$ cat config.mk
export PLATFORM = sky130hd
export DESIGN_NAME = vsd_vsync
export DESIGN_NICKNAME = d
export VERILOG_FILES = /design/src/pkg/vsd_pkg.sv /design/src/logic/vsd_osc.sv /design/src/logic/vsd_vsync.sv
export VERILOG_INCLUDE_DIRS = /design/src /design/src/pkg
export SDC_FILE = /design/constraint.sdc
export NUM_CORES = 1
export LEC_CHECK = 0
export BUFFER_PORTS_ARGS = -buffer_cell sky130_fd_sc_hd__buf_2
export CORE_ASPECT_RATIO = 0.8
export CORE_MARGIN = 2
export CORE_UTILIZATION = 30
export CTS_BUF_LIST = sky130_fd_sc_hd__clkbuf_4
export CTS_CLUSTER_DIAMETER = 30
export DETAILED_ROUTE_END_ITERATION = 7
export PLACE_DENSITY = 0.44
export SETUP_SLACK_MARGIN = 0.3
export SYNTH_ARGS = -nofsm -noshare
export SYNTH_HDL_FRONTEND = slang
export SYNTH_SLANG_ARGS = --single-unit
$ cat constraint.sdc
create_clock -name mclk_in -period 2.37 [get_ports mclk_in]
set_input_delay 0.474 -clock mclk_in [delete_from_list [all_inputs] [get_ports mclk_in]]
set_output_delay 0.474 -clock mclk_in [all_outputs]
set_load 0.1 [all_outputs]
$ cat src/pkg/vsd_map.svh
// timing and level constants for the vertical sync detector
`ifndef VSD_MAP_SVH
`define VSD_MAP_SVH

// system clock period, picoseconds (200 MHz)
`define VSD_CLK_PERIOD_PS 5000
// vertical output width, eight oscillator periods, microseconds
`define VSD_VPULSE_US 230
`define VSD_OSC_DIV 8
`define VSD_OSC_CYC ((`VSD_VPULSE_US * 1000000 / `VSD_OSC_DIV) / `VSD_CLK_PERIOD_PS)
// default trigger delay from start of vertical sync, microseconds
`define VSD_DEFAULT_US 65
`define VSD_DFLT_CYC (`VSD_DEFAULT_US * 1000000 / `VSD_CLK_PERIOD_PS)
// integrated sync time that marks a broad vertical pulse, microseconds
`define VSD_SERR_US 10
`define VSD_SERR_CYC (`VSD_SERR_US * 1000000 / `VSD_CLK_PERIOD_PS)
// sync-free gap that counts as a whole line for the field toggle, microseconds
`define VSD_GAP_US 45
`define VSD_GAP_CYC (`VSD_GAP_US * 1000000 / `VSD_CLK_PERIOD_PS)
// slicer offset above the clamped tip, millivolts, and sample weight, microvolts
`define VSD_SLICE_MV 70
`define VSD_LSB_UV 8000
`define VSD_SLICE_CODES (`VSD_SLICE_MV * 1000 / `VSD_LSB_UV)
// tip clamp leak interval, cycles per code
`define VSD_TIP_LEAK_CYC 256
// tip reset value and integrator charge step per cycle
`define VSD_TIP_RST 8'hff
`define VSD_CHARGE_RATE 1

`endif

$ cat src/pkg/vsd_pkg.sv
// types shared by the vertical sync detector
package vsd_pkg;
    // integrator comparator results
    typedef struct packed {
        logic above_serr;
        logic above_dflt;
    } vsd_cmp_s;
    // trigger sources feeding the pulse flag
    typedef struct packed {
        logic serration;
        logic dflt;
    } vsd_trig_s;
    typedef logic [23:0] vsd_cnt_t;
endpackage

$ cat src/logic/vsd_osc.sv
// pulse-width oscillator with divide-by-eight
`timescale 1ns/1ps
`include "vsd_map.svh"
module vsd_osc #(
    parameter int OSC_CYC = `VSD_OSC_CYC
) (
    // clock and reset
    input wire logic mclk_in,
    input wire logic rst_n_in,
    // control and completion
    input wire logic en_in,
    output logic done_out
);
    import vsd_pkg::*;

    logic [15:0] per;
    logic [2:0] div;
    wire tick = (per == 16'(OSC_CYC - 1));

    // counters sit at zero while disabled so each pulse starts fresh
    always_ff @(posedge mclk_in or negedge rst_n_in) begin
        if (!rst_n_in) begin
            per <= 16'h0;
            div <= 3'h0;
        end else if (!en_in) begin
            per <= 16'h0;
            div <= 3'h0;
        end else begin
            per <= tick ? 16'h0 : per + 16'h1;
            div <= tick ? div + 3'h1 : div;
        end
    end

    // eighth period completes the pulse
    assign done_out = en_in && tick && (div == 3'h7);
endmodule

$ cat src/logic/vsd_vsync.sv
// composite sync slicer, vertical sync detector and field index
`timescale 1ns/1ps
`include "vsd_map.svh"

module vsd_vsync #(
    parameter int SAMPLE_W = 8,
    parameter int OSC_CYC = `VSD_OSC_CYC,
    parameter vsd_pkg::vsd_cnt_t SERR_LVL = 24'(`VSD_SERR_CYC),
    parameter vsd_pkg::vsd_cnt_t DFLT_LVL = 24'(`VSD_DFLT_CYC),
    parameter vsd_pkg::vsd_cnt_t CHARGE_RATE = 24'(`VSD_CHARGE_RATE),
    parameter vsd_pkg::vsd_cnt_t GAP_CYC = 24'(`VSD_GAP_CYC),
    parameter int SLICE_OFS = `VSD_SLICE_CODES,
    parameter int TIP_LEAK_CYC = `VSD_TIP_LEAK_CYC
) (
    // clock and reset
    input wire logic mclk_in,
    input wire logic rst_n_in,
    // digitised composite video, negative-going sync
    input wire logic [SAMPLE_W-1:0] video_in,
    // sync outputs
    output logic csync_out,
    output logic vsync_out,
    output logic field_odd_out
);
    import vsd_pkg::*;

    localparam int PULSE_CYC = `VSD_OSC_DIV * OSC_CYC;
    localparam vsd_cnt_t CNT_MAX = 24'hffffff;

    // saturating add shared by integrator, gap and width counters
    function automatic vsd_cnt_t sat_add(input vsd_cnt_t v, input vsd_cnt_t step);
        sat_add = (v > CNT_MAX - step) ? CNT_MAX : v + step;
    endfunction

    logic [SAMPLE_W-1:0] tip;
    logic [15:0] leak;
    logic csync_d;
    vsd_cnt_t integ;
    vsd_cnt_t gap;
    logic dflt_d;
    vsd_trig_s trig;
    logic tog;
    logic osc_done;

    // slicer: fixed offset over the tip, so level is amplitude independent
    wire [SAMPLE_W:0] slice_lvl = {1'b0, tip} + (SAMPLE_W+1)'(SLICE_OFS);
    wire sliced = ({1'b0, video_in} < slice_lvl);
    wire leak_tick = (leak == 16'(TIP_LEAK_CYC - 1));
    wire sync_fall = csync_d && !csync_out;
    wire sync_rise = csync_out && !csync_d;

    // integrator comparators
    vsd_cmp_s cmp;
    // one driver for the whole struct keeps strict elaborators happy
    assign cmp = '{above_serr: (integ > SERR_LVL), above_dflt: (integ >= DFLT_LVL)};

    // flag control: either trigger sets, but only an idle flag
    wire any_trig = trig.serration || trig.dflt;
    wire set_flag = any_trig && !vsync_out;
    wire next_flag = osc_done ? 1'b0 : (set_flag ? 1'b1 : vsync_out);

    // tip clamp: follows down at once, leaks up slowly like a coupling cap
    always_ff @(posedge mclk_in or negedge rst_n_in) begin
        if (!rst_n_in) begin
            tip <= SAMPLE_W'(`VSD_TIP_RST);
            leak <= 16'h0;
        end else begin
            leak <= leak_tick ? 16'h0 : leak + 16'h1;
            if (video_in < tip) begin
                tip <= video_in;
            end else if (leak_tick && tip != {SAMPLE_W{1'b1}}) begin
                tip <= tip + SAMPLE_W'(1);
            end
        end
    end

    // sliced sync register and its delayed copy for edge detection
    always_ff @(posedge mclk_in or negedge rst_n_in) begin
        if (!rst_n_in) begin
            csync_out <= 1'b0;
            csync_d <= 1'b0;
        end else begin
            csync_out <= sliced;
            csync_d <= csync_out;
        end
    end

    // integrator charges during sync and dumps between pulses
    always_ff @(posedge mclk_in or negedge rst_n_in) begin
        if (!rst_n_in) begin
            integ <= 24'h0;
        end else begin
            integ <= csync_out ? sat_add(integ, CHARGE_RATE) : 24'h0;
        end
    end

    // trigger latches: serration on trailing edge, default on threshold crossing
    // the default fires on the crossing only, so a pulse that ends mid-sync
    // is followed by the trailing-edge trigger rather than an instant repeat
    always_ff @(posedge mclk_in or negedge rst_n_in) begin
        if (!rst_n_in) begin
            trig <= '0;
            dflt_d <= 1'b0;
        end else begin
            trig.serration <= sync_fall && cmp.above_serr;
            trig.dflt <= cmp.above_dflt && !dflt_d;
            dflt_d <= cmp.above_dflt;
        end
    end

    // vertical pulse flag
    always_ff @(posedge mclk_in or negedge rst_n_in) begin
        if (!rst_n_in) begin
            vsync_out <= 1'b0;
        end else begin
            vsync_out <= next_flag;
        end
    end

    vsd_osc #(
        .OSC_CYC(OSC_CYC)
    ) u_osc (
        .mclk_in(mclk_in),
        .rst_n_in(rst_n_in),
        .en_in(vsync_out),
        .done_out(osc_done)
    );

    // field toggle: cleared by a full-line gap, flipped by each half-line gap
    always_ff @(posedge mclk_in or negedge rst_n_in) begin
        if (!rst_n_in) begin
            gap <= 24'h0;
            tog <= 1'b0;
        end else begin
            gap <= csync_out ? 24'h0 : sat_add(gap, 24'h1);
            if (sync_rise) begin
                tog <= (gap >= GAP_CYC) ? 1'b0 : !tog;
            end
        end
    end

    // field index resolved when the pulse flag is set
    always_ff @(posedge mclk_in or negedge rst_n_in) begin
        if (!rst_n_in) begin
            field_odd_out <= 1'b0;
        end else if (set_flag) begin
            field_odd_out <= tog;
        end
    end

    // checking helper: cycles the current pulse has lasted
    vsd_cnt_t hi_len;
    always_ff @(posedge mclk_in or negedge rst_n_in) begin
        if (!rst_n_in) begin
            hi_len <= 24'h0;
        end else begin
            hi_len <= vsync_out ? sat_add(hi_len, 24'h1) : 24'h0;
        end
    end
endmodule

==> flow_summary_export.csv, run 1 <==
group,metric,value,unit
run_status,status,"finished clean",
die,die_h,123,um
cts,clock_latency,0.47,ns
cts,clk_pin_slew,0.15,ns
timing,maxSlewViolCount,0,
detailed_routing,wl_per_cell,13.5,um
cts,cts_tree,"yes",
synthesis,syn_inst,533,
synthesis,yosysSeqAreaShare,46.8,%
placed_design,postPlaceCellArea,5780,um^2
detailed_routing,drcViolationCount,0,
cts,htree_levels,3,
setup_path,path_buf_inv,0,
global_route,grt.busiest_layer,"met2",
synthesis,ys_warn_count,0,
timing,rsz0062_at_grt,"yes",
synthesis,synth-main-ff-cell,"dfrtp_1",
timing,setup_viol,0,
layout,area_delta_synth_final,13.0,%
layout,diodes,0,
detailed_routing,wl,10700,um
timing,hold_violations,0,
layout,layout_common_cells,"dfrtp_1, nand3_1, nor2_1, xor2_1, nand2_1",
synthesis,synth_seq_cells,99,
cts,clockRootBuffer,"clkbuf_4",
setup_path,crit_chain,"or4_4, or4_4, nor4_4, xnor2_1, mux2_4",
global_route,met3_usage,3.47,%
power,ir_drop,0.437,mV
layout,stdcell_area,6000,um^2
timing,finalCritPeriodShare,89.1,%
setup_path,cp.required,2.77,ns
global_route,grt_pass1_vias,3786,
global_route,grt_usage,12.1,%
power,leakage,2.53,nW
global_route,use_met1,17.2,%
setup_path,cp_top_family,"simple AND/OR/NAND/NOR gates",
synthesis,syn_nets,566,
synthesis,synth_area_per_cell,9.97,um^2
synthesis,ys_types,46,
cts,numCtsBuffers,9,
global_route,grt_pass1_wl,18600,um
power,power.density,704,nW/um^2
timing,tns,0,ns
synthesis,synth-edff-count,0,
setup_path,crit_path_end_kind,"flip-flop",
layout,nFillCells,1780,
timing,timing.fmax,474,MHz
placed_design,io_buffers,12,
detailed_routing,via_per_inst,4.80,
layout,finalNetCount,599,
synthesis,synth_async_sr_flop_share,100,%
global_route,grt-ovfl-total,0,
die,placementRows,43,
synthesis,syn-cell-area,5310,um^2
min_path,worstHoldPathType,"in2reg",
timing,fin_skew,0.0195,ns
setup_path,worst_ep_arrival_time,2.51,ns
global_route,grt_max_degree,58,
layout,final_common_cell,"dfrtp_1",
die,fp.dieW,153,um
cts,cts_max_path_buffers,2,
placed_design,hpwl,7440,um
die,dieArea,18800,um^2
setup_path,path_class,"reg2reg",
layout,drive_gt1_share,15.8,%
die,ios,13,
die,start_util,30.7,%
detailed_routing,drt_iter0_drc,174,
setup_path,slowest_delay,0.57,ns
setup_path,slowest_stage,"or4_4",
timing,tightest_slew,0.518,ns
timing,maxSlewHeadroom,65.7,%
die,design.core.area,17300,um^2
detailed_routing,vias,3818,
setup_path,cp_max_fo,5,
cts,clock-sinks,99,
timing,post-route-min-period,2.11,ns
global_route,antenna_found_initial,0,
detailed_routing,antenna_left,0,
global_route,met2_usage,18.3,%
run,cap_violations,0,
setup_path,startpoint_type,"flip-flop",
setup_path,cpMostUsedCell,"or4_4",
placed_design,place_congestion,0.765,
detailed_routing,dr.pass1.iters,4,
metal layers:
layer | up-vias | part of all wire [%] | wire length (um)
met5 | - | 0 | 0
li1 | 1938 | - | -
met4 | 0 | 0.92 | 99
met2 | 21 | 43 | 4630
met3 | 7 | 2.5 | 264
met1 | 1852 | 53 | 5750
path summary, 6_finish.rpt:
kind / start / end / slack (ns) / cells past startpoint
min in group asynchronous: rst_n_in / gap[21]$_DFF_PN0_ / 0.38 / 2
min: video_in[0] / tip[0]$_DFFE_PN1P_ / 0.25 / 2
max reg2reg: leak[9]$_DFF_PN0_ / tip[7]$_DFFE_PN1P_ / 0.26 / 5
max: leak[9]$_DFF_PN0_ / tip[7]$_DFFE_PN1P_ / 0.26 / 5
min reg2reg: dflt_d$_DFF_PN0_ / trig[0]$_DFF_PN0_ / 0.42 / 1
max in group asynchronous: rst_n_in / u_osc.per[0]$_DFF_PN0_ / 1.34 / 3
cells by family (layout without fill, tap and decap cells):
logic type / after synthesis / after routing / synth area share (%)
xor+xnor: 71 / 71 / 11.7
flops: 99 / 99 / 46.8
mux: 14 / 14 / 2.94
compound gates: 81 / 81 / 9.54
fa+ha+maj: 23 / 23 / 5.42
simple gates: 208 / 208 / 21.0
buf+inv: 37 / 74 / 2.61
flip-flops by register name, indices dropped and copies added (netlist names):
register       flops
trig               2
vsync_out          1
field_odd_out      1
tog                1
dflt_d             1
u_osc.div          3
gap               24
u_osc.per         16
csync_d            1
tip                8
integ             24
csync_out          1
leak              16
cell type report:
class | instances | area [um^2] | share of cell area, %
Tap cell | 225 | 282 | 4.69
Inverter | 22 | 82.6 | 1.38
Clock buffer | 11 | 82.6 | 1.38
Sequential cell | 99 | 2490 | 41.5
Timing Repair Buffer | 37 | 280 | 4.67
Clock inverter | 4 | 42.5 | 0.709
Multi-Input combinational cell | 397 | 2740 | 45.7
stage by stage:
step | instances | setup WS (ns) | power [mW] | hold slack (ns) | util [%]
3_3_place_gp | 772 | 0.260 | 3.28 | 0.358 | 33.4
4_1_cts | 792 | 0.253 | 4.23 | 0.197 | 34.3
6_report | 795 | 0.259 | 4.22 | 0.253 | 34.6
2_1_floorplan | 533 | 0.303 | 2.93 | 0.178 | -
3_5_place_dp | 772 | 0.234 | 3.30 | 0.358 | 33.4
5_1_grt | 795 | 0.197 | 4.56 | 0.199 | 34.6
timing repair:
action / CTS / global route
pin swaps: 2 / 0
endpoints found under the setup margin: 8 / 30
endpoints found under the hold margin: 14 / 0
buffers inserted: 4 / 3
hold buffers: 1 / 0
gates resized for setup: 1 / 8
cloned: 0 / 0
synth_stat cells, types with 2 or more instances:
library cell / instances / area, um^2
xor2_1: 40 / 350
o21a_1: 3 / 22.5
dfstp_2: 8 / 210
o31ai_1: 2 / 15.0
nor2_1: 44 / 165
a31oi_1: 4 / 25.0
a21boi_0: 20 / 150
or3_1: 3 / 18.8
nand2b_1: 2 / 12.5
a21o_1: 2 / 15.0
clkbuf_1: 14 / 52.6
inv_1: 22 / 82.6
and4_1: 8 / 70.1
dfrtp_1: 91 / 2280
nand2_1: 33 / 124
xnor2_1: 31 / 272
mux2i_1: 4 / 40.0
nor4_4: 2 / 42.5
nor3_1: 10 / 50.1
mux2_2: 9 / 101
o21ai_0: 9 / 45.0
nor3b_1: 4 / 30.0
ha_1: 23 / 288
and3_1: 13 / 81.3
nand4_1: 11 / 68.8
or4_4: 2 / 22.5
a21oi_1: 32 / 160
a2111oi_0: 2 / 17.5
and2_1: 3 / 18.8
nor4_1: 10 / 62.6
or2_2: 5 / 31.3
nand3_1: 46 / 230
nor2b_1: 8 / 50.1
power by group:
part | switching, mW | internal, mW
Clock | 0.553 | 0.333
Sequential | 0.176 | 1.88
Combinational | 0.696 | 0.581
Note: power is estimated with default switching activity, not from simulation.
==> inputs of run 2 (changes only) <==
--- a/config.mk
+++ b/config.mk
@@ -10,11 +10,12 @@
 export CORE_ASPECT_RATIO = 0.8
 export CORE_MARGIN = 2
 export CORE_UTILIZATION = 30
-export CTS_BUF_LIST = sky130_fd_sc_hd__clkbuf_4
+export CTS_BUF_LIST = sky130_fd_sc_hd__clkbuf_8
 export CTS_CLUSTER_DIAMETER = 30
 export DETAILED_ROUTE_END_ITERATION = 7
 export PLACE_DENSITY = 0.44
 export SETUP_SLACK_MARGIN = 0.3
+export SKIP_CTS_REPAIR_TIMING = 1
 export SYNTH_ARGS = -nofsm -noshare
 export SYNTH_HDL_FRONTEND = slang
 export SYNTH_SLANG_ARGS = --single-unit
==> run 2 against run 1 <==
  * Final area grew 0.88%
  * Fmax is 1.1% lower
  * Via count is 0.18% lower
  * Clock power rose by 25%
  * Non-clock buffer count decreased by 2
  * Die area unchanged
  * Clock skew is 0.0076 ns lower
  * Routed wire length shrank 0.10%
==> flow_summary_export.csv, run 2 (synthesis gave the netlist of run 1 again) <==
group,metric,value,unit
cts,clk_pin_slew,0.09,ns
timing,rsz0062_at_grt,"yes",
timing,tns,0,ns
global_route,grt_max_degree,58,
cts,cts_max_path_buffers,2,
global_route,grt_usage,12.1,%
timing,timing.fmax,469,MHz
setup_path,cp_max_fo,5,
detailed_routing,vias,3811,
detailed_routing,via_per_inst,4.81,
timing,maxSlewViolCount,0,
die,fp.dieW,153,um
global_route,grt_pass1_wl,18600,um
timing,post-route-min-period,2.13,ns
power,finalPower,4.43,mW
min_path,min_path_cells,2,
layout,stdcell_area,6050,um^2
timing,setup_viol,0,
layout,area_delta_synth_final,13.9,%
setup_path,startpoint_type,"flip-flop",
timing,finalCritPeriodShare,90.1,%
setup_path,reg2reg_depth,5,
layout,diodes,0,
setup_path,path_class,"reg2reg",
power,leakage,2.55,nW
min_path,worstHoldStart,"video_in[0]",
run_status,status,"finished clean",
layout,reg_top3,"gap: 24 flops, integ: 24 flops",
layout,drive_gt1_share,15.7,%
timing,hold_violations,0,
layout,final_common_cell,"dfrtp_1",
cts,cts_tree,"yes",
cts,clock_latency,0.38,ns
detailed_routing,drt_iter0_drc,214,
global_route,antenna_found_initial,0,
cts,clock-sinks,99,
timing,tightest_slew,0.570,ns
setup_path,r2r_slack,0.24,ns
setup_path,r2r_start,"leak[8]$_DFF_PN0_",
placed_design,place_ws,0.234,ns
global_route,grt_pass1_vias,3769,
timing,maxSlewHeadroom,61.7,%
detailed_routing,antenna_left,0,
die,placementRows,43,
die,design.core.area,17300,um^2
timing,fin_ws,0.236,ns
timing,fin_skew,0.0120,ns
placed_design,io_buffers,12,
setup_path,cpMostUsedCell,"or4_4",
global_route,grt-ovfl-total,0,
placed_design,place_congestion,0.765,
detailed_routing,wl_per_cell,13.5,um
detailed_routing,wl,10700,um
setup_path,crit_chain,"or4_4, or4_4, nor3_2, mux2i_1, mux2_2",
setup_path,slowest_delay,0.57,ns
setup_path,slowest_stage,"or4_4",
cts,numCtsBuffers,9,
setup_path,worst_ep_arrival_time,2.45,ns
power,power.density,732,nW/um^2
layout,final_util,34.9,%
setup_path,cp.required,2.68,ns
placed_design,dp.cells,772,
detailed_routing,drcViolationCount,0,
die,die_h,123,um
die,start_util,30.7,%
placed_design,hpwl,7440,um
layout,layout_common_cells,"dfrtp_1, nand3_1, nor2_1, xor2_1, nand2_1",
power,ir_drop,0.435,mV
cts,clockRootBuffer,"clkbuf_8",
setup_path,r2r_end,"tip[6]$_DFFE_PN1P_",
die,ios,13,
die,dieArea,18800,um^2
min_path,worstHoldPathType,"in2reg",
run,cap_violations,0,
layout,finalNetCount,597,
detailed_routing,dr.pass1.iters,4,
setup_path,crit_path_end_kind,"flip-flop",
layout,stdcell_count,793,
placed_design,postPlaceCellArea,5780,um^2
timing,whs,0.346,ns
cts,htree_levels,3,
min_path,hold_end,"tip[0]$_DFFE_PN1P_",
==> run 2: changes by cell type in the layout (fill, tap and decap cells not counted), moves of 2 or more <==
cell,delta
clkinv_1,-2
clkbuf_4,-11
clkbuf_8,+11
inv_1,+2
buf_4,-2
==> run 2: per-layer routing <==
layer	share of wire, %	track usage, %
met3	2.6	3.36
met1	54	17.2
met4	1.1	3.30
met5	0	0
met2	43	18.2
==> run 2: final cells by class <==
type / count / area (um^2)
tap: 225 / 282
fill: 1772 / 11300
inverter: 22 / 82.6
multi-input combinational: 397 / 2740
clock inverter: 4 / 42.5
timing repair buffer: 35 / 265
clock buffer: 11 / 151
sequential: 99 / 2490
==> run 2: how the worst max path moves through the flow <==
stage | from | end | slack (ns) | cells past startpoint
final | leak[8]$_DFF_PN0_ | tip[6]$_DFFE_PN1P_ | 0.24 | 5
after global routing | leak[8]$_DFF_PN0_ | tip[7]$_DFFE_PN1P_ | 0.18 | 5
after CTS | leak[10]$_DFF_PN0_ | tip[6]$_DFFE_PN1P_ | 0.21 | 5
after detailed placement | tip[2]$_DFFE_PN1P_ | tip[5]$_DFFE_PN1P_ | 0.23 | 8
after global placement | leak[10]$_DFF_PN0_ | tip[7]$_DFFE_PN1P_ | 0.26 | 5
after floorplan | leak[10]$_DFF_PN0_ | tip[1]$_DFFE_PN1P_ | 0.30 | 5
==> run 2: critical path: cells and delay by family (launching register included) <==
kind / cells / cell delay (ns)
DFF: 1 / 0.42
muxes: 2 / 0.35
and+or+nand+nor: 3 / 1.30
==> run 2: power breakdown <==
group,internal [mW],leakage (nW),switching (mW)
clock network,0.532,0.108,0.582
registers,1.88,1.33,0.189
logic,0.564,1.12,0.682
